File: src/design/ext_irq_pkg.sv
// Constants and types shared by the external interrupt unit
package ext_irq_pkg;
  // Clock and time base
  localparam int CLK_HZ           = 40_000_000;
  localparam int REF_FAST_NS      = 64_000;
  localparam int REF_FAST_CYC     = (REF_FAST_NS / 1000) * (CLK_HZ / 1_000_000);
  localparam int PRESCALE_W       = 13;

  // Flag register field positions
  localparam int FLG_EDGE_BIT     = 0;
  localparam int FLG_REFCLK_BIT   = 1;
  localparam int FLG_ENABLE_BIT   = 2;
  localparam int FLG_PENDING_BIT  = 3;
  localparam logic [3:0] FLAGS_RESET = 4'h0;

  // Interval result field positions
  localparam int RES_BIT_DATA     = 0;
  localparam int RES_WORD_END     = 1;
  localparam int RES_PIN_LEVEL    = 2;
  localparam logic [2:0] RESULT_RESET = 3'h0;

  // Qualification delay in reference ticks (64..128 us at 64 us ticks)
  localparam logic [1:0] QUAL_TICKS = 2'h2;

  // Classification thresholds in reference ticks (same count for both rates)
  localparam int BIT_THRESH_NS    = 1_540_000;
  localparam int WORD_THRESH_NS   = 3_200_000;
  localparam int INTV_W           = 7;
  localparam logic [INTV_W-1:0] BIT_THRESH  = 7'(BIT_THRESH_NS / REF_FAST_NS);
  localparam logic [INTV_W-1:0] WORD_THRESH = 7'(WORD_THRESH_NS / REF_FAST_NS);

  // Interrupt vector
  localparam logic [11:0] IRQ_VECTOR = 12'h003;

  // Qualifier state
  typedef enum logic [1:0] {
    QS_IDLE = 2'b00,
    QS_WAIT = 2'b01,
    QS_FIRE = 2'b10
  } qual_state_type;
endpackage : ext_irq_pkg

File: src/design/ext_interrupt_pulse_decoder.sv
// External interrupt unit with pulse interval decoder
`timescale 1ns/10ps
`default_nettype none
module ext_interrupt_pulse_decoder #(
  parameter int FAST_CYC = ext_irq_pkg::REF_FAST_CYC
) (
  input  wire logic        clk,
  input  wire logic        arst_n,
  input  wire logic        irq_pin,
  input  wire logic        unmask_irq_op,
  input  wire logic        mask_irq_op,
  input  wire logic        write_flags_op,
  input  wire logic        read_flags_op,
  input  wire logic        read_interval_op,
  input  wire logic [3:0]  acc_in,
  input  wire logic        irq_ack,
  input  wire logic [11:0] next_pc,
  output logic             irq_req,
  output logic [3:0]       acc_out,
  output logic             acc_out_valid,
  output logic             push_stack,
  output logic [11:0]      push_addr,
  output logic             vector_load,
  output logic [11:0]      vector_addr
);
  import ext_irq_pkg::*;

  // ----------------------------------------------------------------
  // Pin synchroniser and reference tick
  // ----------------------------------------------------------------
  logic pin_lvl;
  logic tick;
  logic edge_polarity_sel;
  logic ref_clock_sel;
  logic irq_enable_flag;
  logic irq_pending_flag;

  pin_sync u_sync (
    .clk    (clk),
    .arst_n (arst_n),
    .pin    (irq_pin),
    .level  (pin_lvl)
  );

  ref_tick_gen #(
    .FAST_CYC (FAST_CYC)
  ) u_tick (
    .clk      (clk),
    .arst_n   (arst_n),
    .slow_sel (ref_clock_sel),
    .tick     (tick)
  );

  // ----------------------------------------------------------------
  // Edge detection
  // ----------------------------------------------------------------
  logic pin_prev_r;
  logic pin_prev_nxt;
  logic fall_edge;
  logic rise_edge;
  logic sel_edge;

  always_comb begin
    pin_prev_nxt = pin_lvl;
    fall_edge    = pin_prev_r && !pin_lvl;
    rise_edge    = !pin_prev_r && pin_lvl;
    sel_edge     = edge_polarity_sel ? rise_edge : fall_edge;
  end

  always_ff @(posedge clk or negedge arst_n) begin
    if (!arst_n) begin
      pin_prev_r <= 1'b1;
    end else begin
      pin_prev_r <= pin_prev_nxt;
    end
  end

  // ----------------------------------------------------------------
  // Edge qualifier: waits a number of reference ticks
  // ----------------------------------------------------------------
  qual_state_type qstate_r;
  qual_state_type qstate_nxt;
  logic [1:0]     qcnt_r;
  logic [1:0]     qcnt_nxt;
  logic           qual_event;

  always_comb begin
    qstate_nxt = qstate_r;
    qcnt_nxt   = qcnt_r;
    qual_event = 1'b0;
    case (qstate_r)
      QS_IDLE: begin
        if (sel_edge) begin
          qstate_nxt = QS_WAIT;
          qcnt_nxt   = '0;
        end
      end
      QS_WAIT: begin
        // Phase of the free-running tick sets the spread of the delay
        if (tick) begin
          qcnt_nxt = qcnt_r + 2'h1;
          if (qcnt_r == QUAL_TICKS - 2'h1) begin
            qstate_nxt = QS_FIRE;
          end
        end
      end
      QS_FIRE: begin
        qual_event = 1'b1;
        qstate_nxt = QS_IDLE;
      end
      default: begin
        qstate_nxt = QS_IDLE;
      end
    endcase
  end

  always_ff @(posedge clk or negedge arst_n) begin
    if (!arst_n) begin
      qstate_r <= QS_IDLE;
      qcnt_r   <= '0;
    end else begin
      qstate_r <= qstate_nxt;
      qcnt_r   <= qcnt_nxt;
    end
  end

  // ----------------------------------------------------------------
  // Flag register
  // ----------------------------------------------------------------
  logic [3:0] flags_r;
  logic [3:0] flags_nxt;
  logic       accept;

  assign edge_polarity_sel = flags_r[FLG_EDGE_BIT];
  assign ref_clock_sel     = flags_r[FLG_REFCLK_BIT];
  assign irq_enable_flag   = flags_r[FLG_ENABLE_BIT];
  assign irq_pending_flag  = flags_r[FLG_PENDING_BIT];

  always_comb begin
    flags_nxt = flags_r;
    accept    = irq_ack && irq_req;
    if (write_flags_op) begin
      flags_nxt[FLG_REFCLK_BIT:FLG_EDGE_BIT] = acc_in[1:0];
    end
    if (unmask_irq_op) begin
      flags_nxt[FLG_ENABLE_BIT] = 1'b1;
    end
    if (mask_irq_op) begin
      flags_nxt[FLG_ENABLE_BIT] = 1'b0;
    end
    if (accept) begin
      flags_nxt[FLG_ENABLE_BIT]  = 1'b0;
      flags_nxt[FLG_PENDING_BIT] = 1'b0;
    end
    // New event beats a clear in the same cycle
    if (qual_event) begin
      flags_nxt[FLG_PENDING_BIT] = 1'b1;
    end
  end

  always_ff @(posedge clk or negedge arst_n) begin
    if (!arst_n) begin
      flags_r <= FLAGS_RESET;
    end else begin
      flags_r <= flags_nxt;
    end
  end

  // Pending survives while disabled and fires as soon as enabled
  assign irq_req = irq_pending_flag && irq_enable_flag;

  // ----------------------------------------------------------------
  // Interval measurement and classification
  // ----------------------------------------------------------------
  logic [INTV_W-1:0] icnt_r;
  logic [INTV_W-1:0] icnt_nxt;
  logic [1:0]        cls_r;
  logic [1:0]        cls_nxt;
  logic [INTV_W-1:0] icnt_inc;

  function automatic logic [1:0] classify(input logic [INTV_W-1:0] n);
    logic [1:0] r;
    r = 2'h0;
    if (n >= BIT_THRESH) begin
      r[RES_BIT_DATA] = 1'b1;
    end
    if (n >= WORD_THRESH) begin
      r[RES_WORD_END] = 1'b1;
    end
    return r;
  endfunction : classify

  always_comb begin
    icnt_nxt = icnt_r;
    cls_nxt  = cls_r;
    // Saturate so very long gaps still read as word end
    icnt_inc = (tick && icnt_r != {INTV_W{1'b1}}) ? icnt_r + 7'h1 : icnt_r;
    if (fall_edge) begin
      cls_nxt  = classify(icnt_inc);
      icnt_nxt = '0;
    end else begin
      icnt_nxt = icnt_inc;
    end
  end

  always_ff @(posedge clk or negedge arst_n) begin
    if (!arst_n) begin
      icnt_r <= '0;
      cls_r  <= RESULT_RESET[1:0];
    end else begin
      icnt_r <= icnt_nxt;
      cls_r  <= cls_nxt;
    end
  end

  logic [2:0] interval_result;
  assign interval_result = {pin_lvl, cls_r};

  // ----------------------------------------------------------------
  // Accumulator read path and vectoring
  // ----------------------------------------------------------------
  logic [3:0]  acc_r;
  logic [3:0]  acc_nxt;
  logic        accv_r;
  logic        accv_nxt;
  logic        push_r;
  logic [11:0] paddr_r;
  logic [11:0] paddr_nxt;

  always_comb begin
    acc_nxt   = acc_r;
    accv_nxt  = read_flags_op || read_interval_op;
    paddr_nxt = paddr_r;
    if (read_flags_op) begin
      acc_nxt = flags_r;
    end else if (read_interval_op) begin
      acc_nxt = {1'b0, interval_result};
    end
    if (accept) begin
      paddr_nxt = next_pc;
    end
  end

  always_ff @(posedge clk or negedge arst_n) begin
    if (!arst_n) begin
      acc_r   <= 4'h0;
      accv_r  <= 1'b0;
      push_r  <= 1'b0;
      paddr_r <= 12'h000;
    end else begin
      acc_r   <= acc_nxt;
      accv_r  <= accv_nxt;
      push_r  <= accept;
      paddr_r <= paddr_nxt;
    end
  end

  assign acc_out       = acc_r;
  assign acc_out_valid = accv_r;
  assign push_stack    = push_r;
  assign push_addr     = paddr_r;
  assign vector_load   = push_r;
  assign vector_addr   = IRQ_VECTOR;
endmodule : ext_interrupt_pulse_decoder
`default_nettype wire

File: src/design/pin_sync.sv
// Three-stage synchroniser for the interrupt pin with agreement check
`timescale 1ns/10ps
`default_nettype none
module pin_sync (
  input  wire logic clk,
  input  wire logic arst_n,
  input  wire logic pin,
  output logic      level
);
  logic [2:0] sh_r;
  logic [2:0] sh_nxt;
  logic       level_r;
  logic       level_nxt;

  always_comb begin
    sh_nxt    = {sh_r[1:0], pin};
    level_nxt = level_r;
    // Change counts only when stages two and three agree
    if (sh_r[1] == sh_r[2]) begin
      level_nxt = sh_r[2];
    end
  end

  // Pin idles high through its pull-up
  always_ff @(posedge clk or negedge arst_n) begin
    if (!arst_n) begin
      sh_r    <= 3'h7;
      level_r <= 1'b1;
    end else begin
      sh_r    <= sh_nxt;
      level_r <= level_nxt;
    end
  end

  assign level = level_r;
endmodule : pin_sync
`default_nettype wire

File: src/design/ref_tick_gen.sv
// Reference tick divider: 64 us or 128 us enable pulse
`timescale 1ns/10ps
`default_nettype none
module ref_tick_gen
  import ext_irq_pkg::*;
#(
  parameter int FAST_CYC = REF_FAST_CYC
) (
  input  wire logic clk,
  input  wire logic arst_n,
  input  wire logic slow_sel,
  output logic      tick
);
  logic [PRESCALE_W-1:0] cnt_r;
  logic [PRESCALE_W-1:0] cnt_nxt;
  logic                  half_r;
  logic                  half_nxt;
  logic                  wrap;
  logic                  tick_nxt;
  logic                  tick_r;

  always_comb begin
    wrap     = (cnt_r == PRESCALE_W'(FAST_CYC - 1));
    cnt_nxt  = wrap ? '0 : cnt_r + 1'b1;
    half_nxt = wrap ? ~half_r : half_r;
    tick_nxt = wrap && (!slow_sel || half_r);
  end

  always_ff @(posedge clk or negedge arst_n) begin
    if (!arst_n) begin
      cnt_r  <= '0;
      half_r <= 1'b0;
      tick_r <= 1'b0;
    end else begin
      cnt_r  <= cnt_nxt;
      half_r <= half_nxt;
      tick_r <= tick_nxt;
    end
  end

  assign tick = tick_r;
endmodule : ref_tick_gen
`default_nettype wire
File: config.mk
export PLATFORM = sky130hd
export DESIGN_NAME = ext_interrupt_pulse_decoder
export DESIGN_NICKNAME = d
export VERILOG_FILES = /design/src/design/ext_irq_pkg.sv /design/src/design/ext_interrupt_pulse_decoder.sv /design/src/design/pin_sync.sv /design/src/design/ref_tick_gen.sv
export SDC_FILE = /design/constraint.sdc
export NUM_CORES = 1
export LEC_CHECK = 0
export BUFFER_PORTS_ARGS = -buffer_cell sky130_fd_sc_hd__buf_2
export CAP_MARGIN = 15
export CORE_ASPECT_RATIO = 0.6
export CORE_MARGIN = 5
export CORE_UTILIZATION = 50
export DETAILED_ROUTE_END_ITERATION = 8
export GPL_TIMING_DRIVEN = 0
export PLACE_DENSITY = 0.82
export SLEW_MARGIN = 20
export SYNTH_ARGS = -nofsm -noshare
export SYNTH_HDL_FRONTEND = slang
export SYNTH_HIERARCHICAL = 1
export SYNTH_SLANG_ARGS = --single-unit
File: constraint.sdc
create_clock -name clk -period 3.6 [get_ports clk]
set_input_delay 0.36 -clock clk [delete_from_list [all_inputs] [get_ports clk]]
set_output_delay 0.36 -clock clk [all_outputs]
set_load 0.05 [all_outputs]
* Word level (Yosys, flattened, before mapping) *
Index checks and enable logic that the tools add are counted.

storage, ports and cells
  register bits = 55
  input bits = 25
  output and inout bits = 32
  logic and storage cells = 70

cells by class
  add/subtract/negate cells = 3
  $lt $le $gt $ge = 2
  eq/ne operators = 9
  multiplexer cells = 20
  bitwise gates (word level) = 1
  reduce and logical (&&, ||, !) cells = 18

operator list
  cell                     number
  $mux W7                  2
  $add A13 B1 Y13 const B  1
  $eq A13 B12 Y1 const B   1
  $mux W13                 1
  $mux W2                  6
  $mux W4                  2
  $pmux W2 S2              2
  $add A7 B1 Y7 const B    1
  $ge A7 B5 Y1 const B     1
  $ge A7 B6 Y1 const B     1
  $mux W1                  7
  $ne A7 B7 Y1 const B     1
  $logic_and A1 B1 Y1      6
  $reduce_and A3 Y1        2
  $reduce_bool A2 Y1       3
  $eq A2 B1 Y1 const B     2
  $ne A2 B2 Y1 const B     2
  $logic_not A1 Y1         3
  $reduce_bool A3 Y1       1
  $add A2 B1 Y2 const B    1
  $eq A2 B2 Y1 const B     1
  $logic_not A2 Y1         1
  $logic_or A1 B1 Y1       2
  $ne A2 B1 Y1 const B     1
  other kinds (2)          2

* Longest topological paths before layout *
Gate-level depths: netlist (run 1).

  depth in word-level cells = 5
  depth in mapped cells = 6
  mapped depth without buffers = 5

* Hierarchy *
The synthesis (run 1) kept the hierarchy.

by module, submodules not included
  module                       instances  cells each  area each (um^2)  seq. area each (um^2)
  ext_interrupt_pulse_decoder  1          157         1757.9            902.1
  ref_tick_gen                 1          62          701.9             375.4
  pin_sync                     1          5           116.4             105.1

* Worst setup path after synthesis (run 1) *
No wires, ideal clock.

  path type = register to register
  start = reg icnt_r[0]
  end = reg cls_r[1]
  arrival time = 1497 ps
  required time = 3465 ps
  slack = 1968 ps
  stages on the path, launching flop included = 7
  path buffers = 1
  clock period less this slack = 1632 ps
  cells stage by stage = dfrtp_1 ha_1 buf_4 or3b_2 a21oi_1 a211o_1 a211oi_2

between the ends
  word-level cells in the longest chain between the ends = 5

RTL lines
  element                                                line                                text
  from (decl)                                            ext_interrupt_pulse_decoder.sv:175  logic [INTV_W-1:0] icnt_r;
  from (signal assigned)                                 ext_interrupt_pulse_decoder.sv:211  icnt_r <= icnt_nxt;
  branches (longest 2 deep; another with $add A7 B1 Y7)  n/a
  $mux W7 *                                              ext_interrupt_pulse_decoder.sv:197  icnt_inc = (tick && icnt_r != {INTV_W{1'b1}}) ? icnt_r + 7'h1 : icnt_r;
  $ge A7 B6 Y1 *                                         ext_interrupt_pulse_decoder.sv:187  if (n >= WORD_THRESH) begin
  $mux W1 *                                              ext_interrupt_pulse_decoder.sv:187
  to (signal assigned)                                   ext_interrupt_pulse_decoder.sv:209  cls_r <= RESULT_RESET[1:0];
  to (signal assigned)                                   ext_interrupt_pulse_decoder.sv:212  cls_r <= cls_nxt;
  to (decl)                                              ext_interrupt_pulse_decoder.sv:177  logic [1:0] cls_r;

Mark *: on every way between the ends.
A chain may end at the register's enable or synchronous reset.

* Worst setup path after layout (run 1) *
  start = reg u_tick.cnt_r[0]
  end = reg u_tick.cnt_r[7]

between the ends
  word-level cells in the longest chain between the ends = 2

RTL lines
  element                                            line                                    text
  from (decl)                                        ref_tick_gen.sv:14                      logic [PRESCALE_W-1:0] cnt_r;
  from (signal assigned)                             ref_tick_gen.sv:35                      cnt_r <= cnt_nxt;
  $add A13 B1 Y13 or $eq A13 B12 Y1 (tied branches)  ref_tick_gen.sv:24, ref_tick_gen.sv:23
  $mux W13 *                                         ref_tick_gen.sv:24                      cnt_nxt = wrap ? '0 : cnt_r + 1'b1;
  named net u_tick.cnt_nxt[7]                        ref_tick_gen.sv:15                      logic [PRESCALE_W-1:0] cnt_nxt;

Mark *: on every way through the listed nets, which the timed path passes. The rest lies on a longest branch.

==> flow_summary.json, run 1 <==
{
  "crit_type": "reg2reg",
  "yosys_warnings": 6,
  "clkSinkCount": 55,
  "cts_tree": "yes",
  "synth_top_area_share": 0.4857,
  "cp-end-kind": "flip-flop",
  "fmax_ghz": 0.5555,
  "antenna_found_initial": 0,
  "multi_input_area_sq_um": 1045,
  "stdcell_count": 350,
  "finalNetCount": 311,
  "worst_clock_skew_ps": 7.363,
  "clockRootBuffer": "clkbuf_8",
  "p_leak_nw": 1.462,
  "track_usage": 0.1437,
  "maxSlewViolCount": 0,
  "std_cell_rows": 20,
  "wl_per_cell_um": 13.40,
  "clockBufferDepth": 2,
  "hpwl_um": 3517,
  "grt_max_degree": 56,
  "slew_headroom": 0.5513,
  "die-area_sq_um": 6735,
  "cp.arrival_ps": 1990,
  "fill_cells": 404,
  "grt_pass1_wl_um": 7438,
  "clk_pin_slew_ps": 90,
  "crit_fanout": 5,
  "routed-via-count": 1775,
  "io_buffer_count": 42,
  "power_mw": 1.637,
  "cts_max_level": 2,
  "fin_crit_sh": 0.5000,
  "synth_largest_area_cell": "dfrtp_1",
  "ys_seq_area_frac": 0.5367,
  "wl_um": 4689,
  "dp.cells": 342,
  "syn_avg_cell_area_sq_um": 11.50,
  "drt-vias-per-instance": 5.071,
  "clkLatencyLatePin_ps": 310,
  "fin_ws_ps": 1800,
  "finish.instance_area_sq_um": 3000,
  "drive_gt1_frac": 0.3592,
  "status": "complete, no violations",
  "cp-start-kind": "flip-flop",
  "ios": 57,
  "postPlaceCellArea_sq_um": 2909,
  "ir_drop_v": 0.0002767,
  "rsz0062_at_grt": "no",
  "die_y_um": 65.60,
  "globalRouteOverflowTotal": 0,
  "drv_cap": 0,
  "max_stage_delay_ps": 430,
  "place.gp.congestion": 0.8639,
  "synth_ff_type": "dfrtp_1",
  "holdCritPathClass": "in2async",
  "first_pass_iters": 4,
  "synth-adder-area-share": 0.01894,
  "fin_setup_tns_ps": 0,
  "area_growth_syn_to_layout_pct": 16.46,
  "worstMarginPinSlew_ps": 673.0,
  "async_flop_share": 1.000,
  "synthCells": 224,
  "fin_crit_ps": 1800,
  "initial_core_util": 0.5122,
  "fp.dieW_um": 102.7,
  "synth_edf_count": 0,
  "hold_buffers": 0,
  "grt_pass1_vias": 1534,
  "synth.distinct_cells": 49,
  "first_iter_violations": 77,
  "synth_area_leaders": "dfrtp_1, mux2_2, dfstp_2, buf_4, xnor2_1",
  "seq_area_sq_um": 1383,
  "synth-simple-area-share": 0.1734,
  "drc": 0,
  "ys_ff_latch": 55,
  "crit_slowest_cell": "dfrtp_1",
  "drt.antenna.violating_nets": 0,
  "crit_chain": "ha_1 -> nand4_1 -> nor4_2 -> nand2_1 -> a311o_1",
  "setup_viol": 0,
  "hold_viol": 0,
  "n_antenna_cell": 0,
  "cts_resized": 0,
  "required_ps": 3790,
  "synth_top_family_by_area": "simple AND/OR/NAND/NOR gates",
  "post-place-ws_ps": 1779,
  "cts_inserted_buffers": 5,
  "netlist_area_sq_um": 2576,
  "synth.area.mux_share": 0.08062,
  "core-area_sq_um": 5030,
  "cts_setup_buffers": 0,
  "synth-compound-area-share": 0.07771,
  "synth_xor_area_frac": 0.03740,
  "power_density_nw_per_um2": 545.7
}
[routing by layer]
| layer | GRT usage | part of all wire | up-vias |
|---|---|---|---|
| met5 | 0 | 0 | - |
| met3 | 0.04030 | 0.075 | 6 |
| li1 | - | - | 871 |
| met1 | 0.2167 | 0.50 | 846 |
| met2 | 0.1977 | 0.41 | 52 |
| met4 | 0.04419 | 0.0077 | 0 |
[state kept, by name (all words and copies together), names as in the netlist, 2 cells and up]
name          cells
flags_r           4
icnt_r            7
acc_out           4
cls_r             2
qcnt_r            2
u_tick/cnt_r     13
u_sync/sh_r       3
push_addr        12
qstate_r          2
[synthesized netlist by cell type, types with 3 or more instances]
master and n:
and2_1 6, mux2i_1 5, buf_4 16, xor2_1 4, and3_1 3, mux2_2 14, a21oi_1 4, nand2_1 12
dfstp_2 5, nand3_1 11, a211o_1 3, nor2_1 14, inv_1 9, o21ai_0 9, dfrtp_1 50, nor2b_1 4
nand4_1 6, xnor2_1 7, ha_1 3
[metrics by stage]
| step | hold WS (ps) | utilization |
|---|---|---|
| finish | 65.88 | 0.5965 |
| global placement | 352.0 | 0.5779 |
| CTS | 98.29 | 0.5965 |
| floorplan | 64.41 | - |
| detailed placement | 350.3 | 0.5784 |
| global route | 118.8 | 0.5965 |
[area by class of cell]
cell class,count,share of cell area
Buffer,20,0.05088
Clock buffer,7,0.02877
Multi-Input combinational cell,150,0.3482
Tap cell,66,0.02752
Sequential cell,55,0.4608
Clock inverter,1,0.001668
Timing Repair Buffer,42,0.07089
Inverter,9,0.01126
[report_power, final]
group / internal (mW) / leakage, nW / switching (mW) / total [mW]
logic: 0.141 / 0.724 / 0.394 / 0.534
registers: 0.710 / 0.689 / 0.0497 / 0.760
clock network: 0.156 / 0.0482 / 0.187 / 0.343
[final timing paths]
kind / from / endpoint / slack, ps / cells after the start
max in group asynchronous: arst_n / icnt_r[6] / 3070 / 1
min in group clk: irq_pin / u_sync/sh_r[0] / 150 / 1
worst max register to register: u_tick/cnt_r[0] / u_tick/cnt_r[7] / 1800 / 5
worst max-delay path: u_tick/cnt_r[0] / u_tick/cnt_r[7] / 1800 / 5
worst min register to register: u_sync/sh_r[0] / u_sync/sh_r[1] / 360 / 0
worst min-delay path: arst_n / push_addr[5] / 70 / 1
[logic make-up after synthesis]
kind of cell / after synthesis
compound gates: 29
flops: 55
mux: 19
other cells: 2
xor+xnor: 11
simple gates: 75
buf+inv: 29
fa+ha+maj: 4
[cell usage in the layout (no fill, tap or decap), types with 2 or more instances in the layout]
master	instances
nand2b_1	2
xor2_1	4
o21ai_0	9
buf_2	43
or2_2	2
ha_1	3
nand2_1	12
o211ai_1	2
dfstp_2	5
clkbuf_8	6
nand4_1	6
conb_1	12
a21o_1	2
buf_6	2
a211o_1	3
mux2_2	14
nor3_1	2
inv_1	9
dfrtp_1	50
nor2b_1	4
mux2i_1	5
buf_4	17
nor4b_1	2
and2_1	6
xnor2_1	7
a21oi_1	4
nand3_1	11
nor2_1	14
and3_1	3
[critical path: cells and delay by family, from the launching register on]
kind                     cells  cell delay (ps)
AND/OR/NAND/NOR              3              660
flip-flops                   1              430
AO/OA/AOI/OAI                1              350
adder cells (fa/ha/maj)      1              250
Note: power is estimated with default switching activity, not from simulation.
==> run 2, diff against run 1 <==
Settings changed: ABC_AREA set to 1, CORE_UTILIZATION 50 to 49, PLACE_DENSITY 0.82 to 0.84.
Clock period 3.6 ns to 1.6 ns, I/O delays scaled along.
==> flow_summary.json, run 2 <==
{
  "status": "complete, no violations",
  "grt_max_degree": 56,
  "multi_input_area_sq_um": 1067,
  "r2r-start": "u_sync/level",
  "crit_fanout": 10,
  "power_density_nw_per_um2": 1204,
  "setup_viol": 0,
  "clk_pin_slew_ps": 90,
  "antenna_found_initial": 0,
  "worstMarginPinSlew_ps": 677.2,
  "grt_pass1_vias": 1954,
  "ios": 57,
  "fp.dieW_um": 105.0,
  "worst_clock_skew_ps": 5.908,
  "synth_largest_area_cell": "dfrtp_1",
  "slew_headroom": 0.5485,
  "clkLatencyLatePin_ps": 300,
  "drive_gt1_frac": 0.3205,
  "hold_slack_ps": 45.23,
  "p_leak_nw": 1.663,
  "cp-end-kind": "flip-flop",
  "first_iter_violations": 90,
  "grt_pass1_wl_um": 8797,
  "routed-via-count": 2064,
  "hpwl_um": 3953,
  "synth_top_area_share": 0.4715,
  "drc": 0,
  "ir_drop_v": 0.0007393,
  "globalRouteOverflowTotal": 0,
  "initial_core_util": 0.5148,
  "async_flop_share": 1.000,
  "fin_crit_sh": 0.9570,
  "hold_viol": 0,
  "fin_ws_ps": 68.75,
  "seq_area_sq_um": 1383,
  "required_ps": 1840,
  "reg2reg_depth": 7,
  "power_mw": 3.767,
  "drt-vias-per-instance": 4.789,
  "area_growth_syn_to_layout_pct": 17.92,
  "crit_type": "reg2reg",
  "largest_reg_flops": 13,
  "clockBufferDepth": 2,
  "cts_tree": "yes",
  "clkSinkCount": 55,
  "post-place-ws_ps": 15.27,
  "fill_cells": 450,
  "hp-start": "next_pc[10]",
  "rsz0062_at_grt": "yes",
  "yosys-top-cells-count": "nand2_1, dfrtp_1, inv_1",
  "maxSlewViolCount": 0,
  "track_usage": 0.1531,
  "ys_ff_latch": 55,
  "fmax_ghz": 0.6531,
  "wl_per_cell_um": 12.17,
  "std_cell_rows": 20,
  "core-area_sq_um": 5155,
  "drt.antenna.violating_nets": 0,
  "place.gp.congestion": 0.8278,
  "yosys_warnings": 6,
  "io_buffer_count": 42,
  "clockRootBuffer": "clkbuf_8",
  "finalNetCount": 392,
  "synthCells": 300,
  "synth_ff_type": "dfrtp_1",
  "rrSetupSlack_ps": 70,
  "finish.instance_area_sq_um": 3129,
  "fin_crit_ps": 1531,
  "layout_common_cells": "nand2_1, dfrtp_1, buf_2, inv_1, nor2_1",
  "cts_max_level": 2,
  "n_antenna_cell": 0,
  "postPlaceCellArea_sq_um": 2987,
  "min_to": "push_addr[10]",
  "holdCritPathClass": "in2reg",
  "layout_commonest_cell": "nand2_1",
  "first_pass_iters": 4,
  "synth.most_common_cell": "nand2_1",
  "syn_avg_cell_area_sq_um": 8.846,
  "drv_cap": 0,
  "worstReg2RegEnd": "qcnt_r[0]",
  "die_y_um": 67.01,
  "cts_inserted_buffers": 5,
  "synth_area_leaders": "dfrtp_1, nand2_1, dfstp_2, inv_1, buf_4",
  "wl_um": 5244,
  "ys_seq_area_frac": 0.5210,
  "holdPathStages": 3,
  "netlist_area_sq_um": 2654,
  "cp.arrival_ps": 1780,
  "synth_edf_count": 0,
  "synth.distinct_cells": 33,
  "cp-start-kind": "flip-flop",
  "fin_setup_tns_ps": 0,
  "regMostFlops": "u_tick/cnt_r",
  "die-area_sq_um": 7036
}
==> run 2: cell types whose count changed after synthesis, sizes merged, moves of 5 or more <==
cell and change:
xnor2 -5, nor2 +25, and2 -6, mux2i -5
mux2 -12, inv +28, buf -6, nand2 +80
==> run 2: kinds of logic (layout without fill, tap and decap cells) <==
group / Yosys count / after routing / synth area share
mux: 2 / 2 / 0.008486
other cells: 2 / 12 / 0.002830
buf+inv: 53 / 108 / 0.09571
simple gates: 152 / 152 / 0.2734
flops: 55 / 55 / 0.5210
xor+xnor: 7 / 7 / 0.02310
fa+ha+maj: 3 / 3 / 0.01415
compound gates: 26 / 26 / 0.06130
==> run 2: worst max path at each step <==
stage | startpoint | cells past startpoint | endpoint
floorplan | flags_r[2] | 6 | flags_r[3]
global placement | u_sync/level | 6 | qcnt_r[0]
detailed placement | u_sync/level | 7 | qcnt_r[0]
CTS | icnt_r[0] | 10 | cls_r[1]
global route | icnt_r[1] | 10 | cls_r[1]
finish | u_sync/level | 7 | qcnt_r[0]
==> run 2: timing repair <==
action	4_1_cts	5_1_grt
hold endpoints to repair	52	0
resized for setup	1	4
hold buffers	3	0
buffers inserted	0	2
setup endpoints to repair	1	4
==> run 2: critical path, stage by stage, from the launching register on <==
cell      delay, ps
dfstp_2         570
inv_1            70
nand2_1          90
inv_2           100
o211ai_1        260
o21ai_2         130
o21ai_0         110
o21a_1          150
==> run 2: power breakdown <==
group          switching (mW)  internal (mW)
Combinational           0.965          0.304
Clock                   0.437          0.307
Sequential              0.128           1.63
Total                    1.53           2.24
==> run 2: stage by stage <==
stage	std cells	utilization
after global placement	418	0.5789
after detailed placement	418	0.5794
after floorplan	310	-
after global routing	431	0.6070
after CTS	429	0.6017
final	431	0.6070
==> run 2: final cells by class <==
class | count | area share
repair buffers | 47 | 0.08237
inverters | 37 | 0.04598
clock buffers | 6 | 0.02319
multi-input cells | 202 | 0.3411
flip-flops and latches | 55 | 0.4418
clock inverters | 2 | 0.003998
plain buffers | 16 | 0.03519
well taps | 66 | 0.02639
==> run 2: metal layers <==
layer | up-vias | share of wire | GRT usage
li1 | 1038 | - | -
met1 | 965 | 0.48 | 0.2128
met2 | 59 | 0.45 | 0.2445
met3 | 2 | 0.069 | 0.04259
met4 | 0 | 0.0031 | 0.02392
met5 | - | 0 | 0
==> run 3, diff against run 2 <==
Settings changed: CORE_ASPECT_RATIO 0.6 to not set, CORE_MARGIN 5 to not set, SKIP_CTS_REPAIR_TIMING set to 1.
==> flow_summary.json, run 3 (synthesized netlist as in run 2, its figures left out) <==
{
  "status": "complete, no violations",
  "clockRootBuffer": "clkbuf_8",
  "drc": 0,
  "grt_max_degree": 56,
  "fin_crit_sh": 0.9474,
  "postPlaceCellArea_sq_um": 2992,
  "power_density_nw_per_um2": 1241,
  "fmax_ghz": 0.6597,
  "regMostFlops": "u_tick/cnt_r",
  "maxSlewViolCount": 0,
  "fp.dieW_um": 75.59,
  "grt_pass1_vias": 1871,
  "globalRouteOverflowTotal": 0,
  "worstMarginPinSlew_ps": 660.1,
  "drv_cap": 0,
  "clockBufferDepth": 2,
  "slew_headroom": 0.5599,
  "worst_clock_skew_ps": 13.15,
  "finalNetCount": 392,
  "hpwl_um": 3721,
  "ir_drop_v": 0.001320,
  "routed-via-count": 2039,
  "post-place-ws_ps": 37.26,
  "ios": 57,
  "fill_cells": 423,
  "initial_core_util": 0.5131,
  "p_leak_nw": 1.669,
  "reg2reg_depth": 10,
  "cp-end-kind": "flip-flop",
  "largest_reg_flops": 13,
  "core-area_sq_um": 5172,
  "grt_pass1_wl_um": 7921,
  "cts_max_level": 2,
  "n_antenna_cell": 0,
  "holdPathStages": 3,
  "track_usage": 0.1873,
  "area_growth_syn_to_layout_pct": 19.61,
  "holdCritPathClass": "in2reg",
  "first_pass_iters": 4,
  "crit_type": "reg2reg",
  "std_cell_rows": 26,
  "crit_fanout": 5,
  "layout_common_cells": "nand2_1, dfrtp_1, buf_2, inv_1, nor2_1",
  "clkSinkCount": 55,
  "wl_per_cell_um": 11.57,
  "finish.instance_area_sq_um": 3174,
  "drive_gt1_frac": 0.3288,
  "hold_viol": 0,
  "antenna_found_initial": 0,
  "die_y_um": 75.59,
  "fin_ws_ps": 84.23,
  "io_buffer_count": 42,
  "fin_crit_ps": 1516,
  "place.gp.congestion": 0.7947,
  "drt-vias-per-instance": 4.687,
  "clk_pin_slew_ps": 100,
  "required_ps": 1810,
  "cts_inserted_buffers": 5,
  "cp-start-kind": "flip-flop",
  "first_iter_violations": 89,
  "clkLatencyLatePin_ps": 310,
  "setup_viol": 0,
  "drt.antenna.violating_nets": 0,
  "hold_slack_ps": 39.26,
  "wl_um": 5034,
  "die-area_sq_um": 5714,
  "cp.arrival_ps": 1730,
  "cts_tree": "yes",
  "layout_commonest_cell": "nand2_1"
}
[run 3: final timing paths]
check / from / to / slack (ps)
max: icnt_r[0] / cls_r[1] / 80
min: next_pc[4] / push_addr[4] / 40
max reg2reg: icnt_r[0] / cls_r[1] / 80
min reg2reg: u_sync/sh_r[0] / u_sync/sh_r[1] / 360
max in group asynchronous: arst_n / u_tick/cnt_r[2] / 720
min in group asynchronous: arst_n / push_addr[1] / 430
[run 3: power breakdown]
part | internal, mW | switching [mW] | leakage (nW) | total (mW)
logic | 0.310 | 0.974 | 0.930 | 1.28
registers | 1.63 | 0.125 | 0.688 | 1.75
clock network | 0.467 | 0.438 | 0.0514 | 0.905
total | 2.40 | 1.54 | 1.67 | 3.94
[run 3: worst max-delay path, cell delays in order (launching register included)]
cell     delay (ps)
dfrtp_1         400
ha_2            210
inv_1            70
nor2_4          130
nand2_4         100
nand2_2          60
nand2_1          50
nand2_2         100
nor2_2           60
a21oi_1         170
a21oi_2          70
[run 3: stage by stage]
step                power [mW]    util  setup TNS [ps]  cells
CTS                      3.945  0.5997               0    430
global placement         3.006  0.5779               0    422
floorplan                2.723       -               0    310
detailed placement       3.044  0.5784               0    422
global route             4.148  0.6137          -17.91    435
finish                   3.940  0.6137               0    435
[run 3: area by class of cell]
cell class              count  area, sq um  share of cell area
clock buffers               6        72.57             0.02286
inverters                  37        146.4             0.04612
well taps                  70        87.58             0.02759
flip-flops and latches     55         1383              0.4356
multi-input cells         203         1087              0.3425
clock inverters             2        37.54             0.01183
plain buffers              16        110.1             0.03469
repair buffers             46        250.2             0.07883
[run 3: routing by layer]
layer  track usage  routed length [um]  share of wire  vias up
li1              -                   -              -     1031
met1        0.2442                2147           0.43      969
met2        0.3065                2665           0.53       34
met3       0.04762                 149          0.030        5
met4       0.06379                  71          0.014        0
met5             0                   0              0        -
